## config.mk

```make
export PLATFORM = sky130hd
export DESIGN_NAME = pebf_unit
export DESIGN_NICKNAME = d
export VERILOG_FILES = /design/src/rtl/pebf_pkg.sv /design/src/rtl/pebf_dp_if.sv /design/src/rtl/pebf_widen.sv /design/src/rtl/pebf_field.sv /design/src/rtl/pebf_unit.sv
export SDC_FILE = /design/constraint.sdc
export NUM_CORES = 1
export LEC_CHECK = 0
export ABC_CLOCK_PERIOD_IN_PS = 5100
export BUFFER_PORTS_ARGS = -buffer_cell sky130_fd_sc_hd__buf_2
export CORE_ASPECT_RATIO = 0.6
export CORE_MARGIN = 5
export CORE_UTILIZATION = 30
export CTS_BUF_LIST = sky130_fd_sc_hd__clkbuf_4 sky130_fd_sc_hd__clkbuf_8
export DETAILED_ROUTE_END_ITERATION = 16
export PLACE_DENSITY_LB_ADDON = 0.12
export SLEW_MARGIN = 20
export SYNTH_ARGS = -nofsm -noshare
export SYNTH_HDL_FRONTEND = slang
export SYNTH_SLANG_ARGS = --single-unit
```

## constraint.sdc

```tcl
create_clock -name clk_i -period 5.1 [get_ports clk_i]
set_input_delay 0.765 -clock clk_i [delete_from_list [all_inputs] [get_ports clk_i]]
set_output_delay 0.765 -clock clk_i [all_outputs]
set_load 0.03 [all_outputs]
```

## src/rtl/pebf_pkg.sv

```systemverilog
`default_nettype none

package pebf_pkg;

    // ************************************************************
    // Datapath widths
    // ************************************************************
    localparam int unsigned PEBF_W      = 32;     // Register word width
    localparam int unsigned PEBF_HALF_W = 16;     // Halfword width
    localparam int unsigned PEBF_BYTE_W = 8;      // Byte width
    localparam int unsigned PEBF_SHAMT_W = 5;     // Immediate shift field width
    localparam int unsigned PEBF_ROT_W  = 2;      // Rotate select width
    localparam int unsigned PEBF_LSB_W  = 5;      // Field low position width
    localparam int unsigned PEBF_FWID_W = 6;      // Field width field, 1..32
    localparam int unsigned PEBF_END_W  = 7;      // Field end position width

    typedef logic [PEBF_W-1:0] pebf_word_t;       // One register operand

    // ************************************************************
    // Immediate encodings
    // ************************************************************
    localparam logic [PEBF_SHAMT_W-1:0] PEBF_ASR_FULL_CODE = 5'h00; // Means shift of 32
    localparam logic [PEBF_ROT_W-1:0]   PEBF_ROT_0  = 2'h0;         // No rotation
    localparam logic [PEBF_ROT_W-1:0]   PEBF_ROT_8  = 2'h1;         // Rotate right 8
    localparam logic [PEBF_ROT_W-1:0]   PEBF_ROT_16 = 2'h2;         // Rotate right 16
    localparam logic [PEBF_ROT_W-1:0]   PEBF_ROT_24 = 2'h3;         // Rotate right 24

    // ************************************************************
    // Values after reset
    // ************************************************************
    localparam pebf_word_t PEBF_RESULT_RST = 32'h0;   // Write-back word
    localparam logic       PEBF_VALID_RST  = 1'h0;    // Write-back strobe
    localparam logic       PEBF_FLAGS_RST  = 1'h0;    // Flag write strobe

    // ************************************************************
    // Operation select, one-hot
    // ************************************************************
    typedef enum logic [15:0] {
        OP_PACK_LOW_THEN_HIGH        = 16'h0001,
        OP_PACK_HIGH_THEN_LOW        = 16'h0002,
        OP_SIGNED_BYTE_WIDEN         = 16'h0004,
        OP_UNSIGNED_BYTE_WIDEN       = 16'h0008,
        OP_SIGNED_HALF_WIDEN         = 16'h0010,
        OP_UNSIGNED_HALF_WIDEN       = 16'h0020,
        OP_DUAL_SIGNED_BYTE_WIDEN    = 16'h0040,
        OP_DUAL_UNSIGNED_BYTE_WIDEN  = 16'h0080,
        OP_SIGNED_BYTE_WIDEN_ADD     = 16'h0100,
        OP_UNSIGNED_BYTE_WIDEN_ADD   = 16'h0200,
        OP_SIGNED_HALF_WIDEN_ADD     = 16'h0400,
        OP_UNSIGNED_HALF_WIDEN_ADD   = 16'h0800,
        OP_DUAL_SIGNED_BYTE_WIDEN_ADD   = 16'h1000,
        OP_DUAL_UNSIGNED_BYTE_WIDEN_ADD = 16'h2000,
        OP_FIELD_CLEAR               = 16'h4000,
        OP_FIELD_INSERT              = 16'h8000
    } pebf_op_e;

endpackage

`default_nettype wire

```

## src/rtl/pebf_dp_if.sv

```systemverilog
`default_nettype none

// ************************************************************
// Links the core to its widen and field helpers
// ************************************************************
interface pebf_dp_if;
    import pebf_pkg::*;

    pebf_word_t              wid_src;      // Word to rotate and widen
    logic [PEBF_ROT_W-1:0]   wid_rot;      // Rotate select
    logic                    wid_signed;   // Sign fill when high
    pebf_word_t              wid_byte;     // Byte widened to word
    pebf_word_t              wid_half;     // Half widened to word
    pebf_word_t              wid_dual;     // Two bytes widened to halves

    pebf_word_t              fld_dest;     // Old destination value
    pebf_word_t              fld_src;      // Insert source
    logic [PEBF_LSB_W-1:0]   fld_lsb;      // Field low position
    logic [PEBF_FWID_W-1:0]  fld_width;    // Field width
    logic                    fld_insert;   // Insert when high, clear when low
    pebf_word_t              fld_result;   // Updated destination

    modport widen_mp (input wid_src, wid_rot, wid_signed,
                      output wid_byte, wid_half, wid_dual);
    modport field_mp (input fld_dest, fld_src, fld_lsb, fld_width, fld_insert,
                      output fld_result);
    modport core_mp  (output wid_src, wid_rot, wid_signed,
                      fld_dest, fld_src, fld_lsb, fld_width, fld_insert,
                      input wid_byte, wid_half, wid_dual, fld_result);
endinterface

`default_nettype wire

```

## src/rtl/pebf_widen.sv

```systemverilog
`default_nettype none

// ************************************************************
// Rotate then widen bytes and halves
// ************************************************************
module pebf_widen (
    pebf_dp_if.widen_mp dp      // Widen side of the datapath link
);
    import pebf_pkg::*;

    pebf_word_t rot_w;          // Source after rotation
    logic       sb_lo;          // Fill bit from bit 7
    logic       sb_half;        // Fill bit from bit 15
    logic       sb_hi;          // Fill bit from bit 23

    // Rotation by whole bytes only
    assign rot_w = (dp.wid_rot == PEBF_ROT_8)  ? {dp.wid_src[7:0],  dp.wid_src[31:8]}  :
                   (dp.wid_rot == PEBF_ROT_16) ? {dp.wid_src[15:0], dp.wid_src[31:16]} :
                   (dp.wid_rot == PEBF_ROT_24) ? {dp.wid_src[23:0], dp.wid_src[31:24]} :
                                                 dp.wid_src;

    // Fill bits are zero for the unsigned forms
    assign sb_lo   = dp.wid_signed & rot_w[7];
    assign sb_half = dp.wid_signed & rot_w[15];
    assign sb_hi   = dp.wid_signed & rot_w[23];

    // Byte to word
    assign dp.wid_byte = {{(PEBF_W-PEBF_BYTE_W){sb_lo}}, rot_w[7:0]};
    // Half to word
    assign dp.wid_half = {{(PEBF_W-PEBF_HALF_W){sb_half}}, rot_w[15:0]};
    // Bytes 0 and 2 each to a half
    assign dp.wid_dual = {{(PEBF_HALF_W-PEBF_BYTE_W){sb_hi}}, rot_w[23:16],
                          {(PEBF_HALF_W-PEBF_BYTE_W){sb_lo}}, rot_w[7:0]};
endmodule

`default_nettype wire

```

## src/rtl/pebf_field.sv

```systemverilog
`default_nettype none

// ************************************************************
// Clear or insert a run of bits
// ************************************************************
module pebf_field (
    pebf_dp_if.field_mp dp      // Field side of the datapath link
);
    import pebf_pkg::*;

    logic [PEBF_END_W-1:0] fld_end;   // First bit past the field
    pebf_word_t            src_sh;    // Source moved up to the field
    pebf_word_t            in_fld;    // Per-bit field membership
    pebf_word_t            res_w;     // Per-bit result

    // End stays in range only if the issuer keeps lsb plus width within 32
    assign fld_end = PEBF_END_W'(dp.fld_lsb) + PEBF_END_W'(dp.fld_width);
    assign src_sh  = dp.fld_src << dp.fld_lsb;

    // One cell per destination bit
    for (genvar i = 0; i < PEBF_W; i++) begin : g_bit
        assign in_fld[i] = (PEBF_END_W'(i) >= PEBF_END_W'(dp.fld_lsb)) &&
                           (PEBF_END_W'(i) < fld_end);
        // Outside the field the destination passes unchanged
        assign res_w[i]  = in_fld[i] ? (dp.fld_insert & src_sh[i])
                                     : dp.fld_dest[i];
    end

    assign dp.fld_result = res_w;
endmodule

`default_nettype wire

```

## src/rtl/pebf_unit.sv

```systemverilog
// How it works
// - Low-high pack shifts second left 0..31
// - Low half first, high half shifted second
// - High-low pack arithmetic right, code 0 means 32
// - High half first, low half shifted second
// - No operation here ever writes condition flags
// - Widen operations rotate source by 0/8/16/24
// - Byte widen takes bits 7:0, fills
// - Half widen takes bits 15:0, fills
// - Dual widen: bytes 0,2 into halves
// - Widen-add adds widened value to first word
// - Dual widen-add adds halves with no carry
// - Field clear zeroes width bits from lsb
// - Field insert copies low source bits in
`default_nettype none

module pebf_unit (
    input  wire logic                              clk_i,             // Core clock
    input  wire logic                              srst_i,            // Sync reset, high
    input  wire logic                              ce_i,              // Clock enable
    input  wire logic                              issue_i,           // Operation issued
    input  wire pebf_pkg::pebf_op_e                op_i,              // Operation select
    input  wire pebf_pkg::pebf_word_t              first_operand_i,   // First operand
    input  wire pebf_pkg::pebf_word_t              second_operand_i,  // Second operand
    input  wire pebf_pkg::pebf_word_t              dest_old_i,        // Old destination
    input  wire logic [pebf_pkg::PEBF_SHAMT_W-1:0] shift_amount_i,    // Pack shift amount
    input  wire logic [pebf_pkg::PEBF_ROT_W-1:0]   rotate_right_amount_i, // Rotate select
    input  wire logic [pebf_pkg::PEBF_LSB_W-1:0]   field_lsb_i,       // Field low position
    input  wire logic [pebf_pkg::PEBF_FWID_W-1:0]  field_width_i,     // Field width
    output logic       [pebf_pkg::PEBF_W-1:0]      result_o,          // Write-back word
    output logic                                   result_valid_o,    // Write-back strobe
    output logic                                   flags_we_o         // Flag write, always low
);
    import pebf_pkg::*;

    // ************************************************************
    // Declarations
    // ************************************************************
    pebf_dp_if  dp ();                  // Link to helper modules

    pebf_word_t result_r;               // Registered result
    pebf_word_t result_nxt;             // Next result
    logic       valid_r;                // Registered strobe
    logic       valid_nxt;              // Next strobe
    logic       flags_we_r;             // Registered flag strobe
    logic       flags_we_nxt;           // Next flag strobe

    // Operation class decode
    logic       is_pack_lh;             // Low then high pack
    logic       is_pack_hl;             // High then low pack
    logic       is_byte;                // Byte widen, either sign
    logic       is_half;                // Half widen, either sign
    logic       is_dual;                // Dual byte widen, either sign
    logic       is_byte_add;            // Byte widen add
    logic       is_half_add;            // Half widen add
    logic       is_dual_add;            // Dual byte widen add
    logic       is_clear;               // Field clear
    logic       is_insert;              // Field insert
    logic       is_signed;              // Any signed widen form
    logic       op_legal;               // Code names a real operation

    // Pack datapath
    pebf_word_t lsl_w;                  // Second operand shifted left
    pebf_word_t asr_w;                  // Second operand shifted right
    pebf_word_t pack_lh_w;              // Low then high result
    pebf_word_t pack_hl_w;              // High then low result

    // Widen-add datapath
    pebf_word_t byte_add_w;             // First plus widened byte
    pebf_word_t half_add_w;             // First plus widened half
    logic [PEBF_HALF_W-1:0] dual_lo_w;  // Low half sum
    logic [PEBF_HALF_W-1:0] dual_hi_w;  // High half sum
    pebf_word_t dual_add_w;             // Both half sums

    // ************************************************************
    // Operation decode
    // ************************************************************
    // Each widen class merges its signed and unsigned codes
    assign is_pack_lh  = (op_i == OP_PACK_LOW_THEN_HIGH);
    assign is_pack_hl  = (op_i == OP_PACK_HIGH_THEN_LOW);
    assign is_byte     = (op_i == OP_SIGNED_BYTE_WIDEN) ||
                         (op_i == OP_UNSIGNED_BYTE_WIDEN);
    assign is_half     = (op_i == OP_SIGNED_HALF_WIDEN) ||
                         (op_i == OP_UNSIGNED_HALF_WIDEN);
    assign is_dual     = (op_i == OP_DUAL_SIGNED_BYTE_WIDEN) ||
                         (op_i == OP_DUAL_UNSIGNED_BYTE_WIDEN);
    assign is_byte_add = (op_i == OP_SIGNED_BYTE_WIDEN_ADD) ||
                         (op_i == OP_UNSIGNED_BYTE_WIDEN_ADD);
    assign is_half_add = (op_i == OP_SIGNED_HALF_WIDEN_ADD) ||
                         (op_i == OP_UNSIGNED_HALF_WIDEN_ADD);
    assign is_dual_add = (op_i == OP_DUAL_SIGNED_BYTE_WIDEN_ADD) ||
                         (op_i == OP_DUAL_UNSIGNED_BYTE_WIDEN_ADD);
    assign is_clear    = (op_i == OP_FIELD_CLEAR);
    assign is_insert   = (op_i == OP_FIELD_INSERT);

    // Sign fill selects replicate the top bit of the taken part
    assign is_signed   = (op_i == OP_SIGNED_BYTE_WIDEN)          ||
                         (op_i == OP_SIGNED_HALF_WIDEN)          ||
                         (op_i == OP_DUAL_SIGNED_BYTE_WIDEN)     ||
                         (op_i == OP_SIGNED_BYTE_WIDEN_ADD)      ||
                         (op_i == OP_SIGNED_HALF_WIDEN_ADD)      ||
                         (op_i == OP_DUAL_SIGNED_BYTE_WIDEN_ADD);

    // A code that is not one-hot or is zero is not an operation
    assign op_legal    = is_pack_lh  | is_pack_hl  | is_byte     | is_half  |
                         is_dual     | is_byte_add | is_half_add | is_dual_add |
                         is_clear    | is_insert;

    // ************************************************************
    // Pack halfword
    // ************************************************************
    // Left shift: an amount of zero leaves the operand as it is
    assign lsl_w = second_operand_i << shift_amount_i;

    // Arithmetic right shift: code zero stands for 32, all sign bits
    assign asr_w = (shift_amount_i == PEBF_ASR_FULL_CODE)
                 ? {PEBF_W{second_operand_i[PEBF_W-1]}}
                 : pebf_word_t'($signed(second_operand_i) >>> shift_amount_i);

    // Low half from first operand, high half from shifted second
    assign pack_lh_w = {lsl_w[PEBF_W-1:PEBF_HALF_W],
                        first_operand_i[PEBF_HALF_W-1:0]};

    // High half from first operand, low half from shifted second
    assign pack_hl_w = {first_operand_i[PEBF_W-1:PEBF_HALF_W],
                        asr_w[PEBF_HALF_W-1:0]};

    // ************************************************************
    // Rotate and widen helper
    // ************************************************************
    // The second operand is the source of every widen form
    assign dp.wid_src    = second_operand_i;
    assign dp.wid_rot    = rotate_right_amount_i;
    assign dp.wid_signed = is_signed;

    pebf_widen u_widen (
        .dp (dp.widen_mp)
    );

    // ************************************************************
    // Widen and add
    // ************************************************************
    // Full-word sums wrap modulo two to the 32
    assign byte_add_w = first_operand_i + dp.wid_byte;
    assign half_add_w = first_operand_i + dp.wid_half;

    // Half sums are separate so no carry crosses bit 15
    assign dual_lo_w  = first_operand_i[PEBF_HALF_W-1:0] +
                        dp.wid_dual[PEBF_HALF_W-1:0];
    assign dual_hi_w  = first_operand_i[PEBF_W-1:PEBF_HALF_W] +
                        dp.wid_dual[PEBF_W-1:PEBF_HALF_W];
    assign dual_add_w = {dual_hi_w, dual_lo_w};

    // ************************************************************
    // Bit field helper
    // ************************************************************
    // Destination bits outside the field come from its old value
    assign dp.fld_dest   = dest_old_i;
    assign dp.fld_src    = first_operand_i;
    assign dp.fld_lsb    = field_lsb_i;
    assign dp.fld_width  = field_width_i;
    assign dp.fld_insert = is_insert;

    pebf_field u_field (
        .dp (dp.field_mp)
    );

    // ************************************************************
    // Result select
    // ************************************************************
    // All paths are combinational, picked in the issue cycle
    assign result_nxt = is_pack_lh  ? pack_lh_w     :
                        is_pack_hl  ? pack_hl_w     :
                        is_byte     ? dp.wid_byte   :
                        is_half     ? dp.wid_half   :
                        is_dual     ? dp.wid_dual   :
                        is_byte_add ? byte_add_w    :
                        is_half_add ? half_add_w    :
                        is_dual_add ? dual_add_w    :
                        (is_clear | is_insert) ? dp.fld_result :
                        PEBF_RESULT_RST;

    // Strobe only for a real operation issued this cycle
    assign valid_nxt    = issue_i & op_legal;

    // Flags are never written by this unit
    assign flags_we_nxt = PEBF_FLAGS_RST;

    // ************************************************************
    // Write-back register
    // ************************************************************
    // Result is held until the next legal enabled issue; strobe lasts one enabled cycle
    always_ff @(posedge clk_i) begin
        if (srst_i) begin
            result_r   <= PEBF_RESULT_RST;
            valid_r    <= PEBF_VALID_RST;
            flags_we_r <= PEBF_FLAGS_RST;
        end else if (ce_i) begin
            if (valid_nxt) begin
                result_r <= result_nxt;
            end
            valid_r    <= valid_nxt;
            flags_we_r <= flags_we_nxt;
        end
    end

    // ************************************************************
    // Outputs
    // ************************************************************
    assign result_o       = result_r;
    assign result_valid_o = valid_r;
    assign flags_we_o     = flags_we_r;

endmodule

`default_nettype wire

```

==> results.json <==
{
  "grt_max_degree": 57,
  "p_leak_nw": 5.91,
  "gp_congestion": 1.04,
  "holdBufCountCts": 0,
  "cts_buffers": 5,
  "overflow": 0,
  "synth_mux_area_share_pct": 26.0,
  "synth-async-reset-ratio_pct": 0,
  "path_clk_slew_ns": 0.10,
  "die_x_microns": 277,
  "avgSynthCellArea_sq_um": 7.45,
  "hold_path_class": "flip-flop to flip-flop",
  "cts_resized": 0,
  "layout_commonest_cell": "a21oi_1",
  "synth_compound_area_share_pct": 30.8,
  "drtAntennaViolNets": 0,
  "seq_area_frac_synth_pct": 5.16,
  "mostFrequentLayoutCells": "171 x a21oi_1, 169 x nor2_1, 166 x buf_2, 158 x nand2_1, 103 x buf_4",
  "cts_root_buffer": "clkbuf_8",
  "grtUsageTotal_pct": 28.1,
  "syn_inst": 1718,
  "ys_warn_count": 0,
  "worst_ep_arrival_time_ns": 5.16,
  "instances_no_fill": 2437,
  "fin_util_pct": 35.0,
  "routed_wirelength_microns": 69500,
  "r2r_cells": 5,
  "cts_sinks": 33,
  "syn_nets": 1929,
  "fin_hold_ws_ns": 0.455,
  "path_max_fanout": 7,
  "grt_pass1_vias": 14195,
  "max_freq_mhz": 203,
  "critical_path_class": "input pin to flip-flop",
  "slew_headroom_pct": 26.6,
  "coreArea_sq_mm": 0.0420,
  "synth_edf_count": 0,
  "detailed_place_hpwl_microns": 57100,
  "period_needed_ns": 4.93,
  "setup_viol": 0,
  "antenna_found_initial": 3,
  "pwr_density_cell_mw_per_mm2": 123,
  "cp_cell_sequence": "buf_2 -> buf_4 -> buf_4 -> mux4_2 -> ha_1 -> a21o_1 -> a221o_1 -> or2_2 -> a21oi_1 -> o21ai_0 -> xor2_1 -> a2111oi_0 -> o21bai_1 -> a41o_1",
  "cap_violations": 0,
  "row_count": 58,
  "slowest_delay_ns": 0.65,
  "min_path_cells": 2,
  "ys.flop_type": "dfxtp_1",
  "drc_errors": 0,
  "vdd_drop_max_mv": 0.0708,
  "area_growth_pct": 15.1,
  "finalHoldViolCount": 0,
  "ys_ff_latch": 33,
  "tritoncts": "built",
  "tightest_slew_ns": 1.10,
  "drt_iter0_markers": 2063,
  "die_area_sq_mm": 0.0470,
  "routed_via_density": 6.34,
  "io-pin-count": 168,
  "diodes": 0,
  "slew_viol_final": 0,
  "finalCritPeriodShare_pct": 96.7,
  "synth_xor_area_share_pct": 4.72,
  "rsz0062_at_grt": "no",
  "numPortBuffers": 166,
  "clk_path_buf_depth": 2,
  "cts_setup_buffers": 0,
  "grt_pass1_wl_microns": 100000,
  "firstDrtPassIters": 5,
  "worstPathRequired_ns": 5.33,
  "status": "finished, final reports clean",
  "htreeDepth": 2,
  "start_kind": "input pin",
  "fin_worst_skew_ns": 0,
  "insertion_delay_ns": 0.32,
  "drive_gt1_share_pct": 24.3,
  "start_util_pct": 30.5,
  "die_h_microns": 170,
  "yosys.area_share.adder_pct": 7.70,
  "drt-wirelength-per-cell_microns": 28.5,
  "synth-simple-area-share_pct": 20.2,
  "vias": 15454,
  "dpl.cell_count": 2429,
  "cpMostUsedCell": "buf_4",
  "slowest_stage": "a2111oi_0",
  "syn_area_sq_mm": 0.0128,
  "ys_types": 87,
  "nNetsFinal": 2077,
  "end_kind": "flip-flop",
  "synth_top_family_by_area": "compound AO/OA/AOI/OAI gates"
}
==> report_power, final <==
group,internal (mW),switching (mW)
sequential,0.257,0.00000970
clock,0.0948,0.135
combinational,0.504,0.827
total,0.856,0.962
==> metal layers <==
metal / vias to the layer above / part of all wire (%) / GRT usage [%]
met5: - / 0.033 / 0
met4: 4 / 1.6 / 4.38
met3: 66 / 14 / 10.6
met2: 933 / 36 / 35.2
met1: 7474 / 48 / 44.8
li1: 6977 / - / -
==> state kept, by name, summed over array words and instances (netlist names) <==
register	cells
result_o	32
result_valid_o	1
==> final cells by class <==
cell class	instances	area, sq um
clock buffers	5	68.8
clock inverters	3	17.5
fillers	4542	27300
inverters	35	131
multi-input cells	1520	11500
flip-flops and latches	33	661
well taps	570	713
repair buffers	271	1640
==> critical path, delay by kind of cell <==
family	cells	cell delay (ns)
AOI/OAI and AO/OA	7	2.13
xor gates and xnor gates	1	0.22
adders and majority gates	1	0.44
buffers and inverters	3	0.58
muxes	1	0.62
and+or+nand+nor	1	0.39
==> per-stage QoR <==
stage | cell area, sq um | worst slack, ns | power, mW | setup TNS [ns]
6_report | 14700 | 0.168 | 1.82 | 0
5_1_grt | 14700 | 0.0596 | 1.91 | 0
4_1_cts | 14700 | 0.188 | 1.78 | 0
3_5_place_dp | 14600 | -0.135 | 1.54 | -0.141
3_3_place_gp | 14600 | -0.123 | 1.55 | -0.123
2_1_floorplan | 12800 | 0.0398 | 1.07 | 0
==> cell families (layout without fill, tap and decap cells) <==
logic type	after synthesis	in the layout
AO/OA/AOI/OAI	597	597
multiplexers	228	228
buffers and inverters	165	314
adder cells (fa/ha/maj)	77	77
XOR/XNOR	69	69
other	1	1
AND/OR/NAND/NOR	548	548
flip-flops	33	33
==> worst paths after layout <==
kind         slack [ns]           end                startpoint
max                0.17  result_o[11]  rotate_right_amount_i[0]
min                0.45   result_o[3]               result_o[3]
max reg2reg        3.86  result_o[31]              result_o[31]
min reg2reg        0.45   result_o[3]               result_o[3]
==> cells in the mapped netlist (15+ instances only) <==
| cell type | count | area (sq um) |
|---|---|---|
| clkbuf_1 | 83 | 312 |
| a21o_1 | 31 | 233 |
| nor3_1 | 51 | 255 |
| ha_1 | 74 | 926 |
| a31oi_1 | 25 | 156 |
| nand3_1 | 41 | 205 |
| a211oi_1 | 41 | 308 |
| xor2_1 | 23 | 201 |
| or2_2 | 16 | 100 |
| mux2_2 | 50 | 563 |
| buf_2 | 23 | 115 |
| nor2_1 | 170 | 638 |
| inv_1 | 35 | 131 |
| a21oi_1 | 171 | 856 |
| mux2i_1 | 99 | 991 |
| buf_1 | 17 | 63.8 |
| nand2_1 | 158 | 593 |
| dfxtp_1 | 33 | 661 |
| mux4_2 | 78 | 1760 |
| o221ai_1 | 16 | 140 |
| xnor2_1 | 46 | 403 |
| o2111ai_1 | 17 | 149 |
| o21bai_1 | 15 | 113 |
| o21ai_0 | 97 | 485 |
| o22ai_1 | 25 | 156 |
| o211ai_1 | 35 | 263 |
Power figures use the tool's default switching activity.
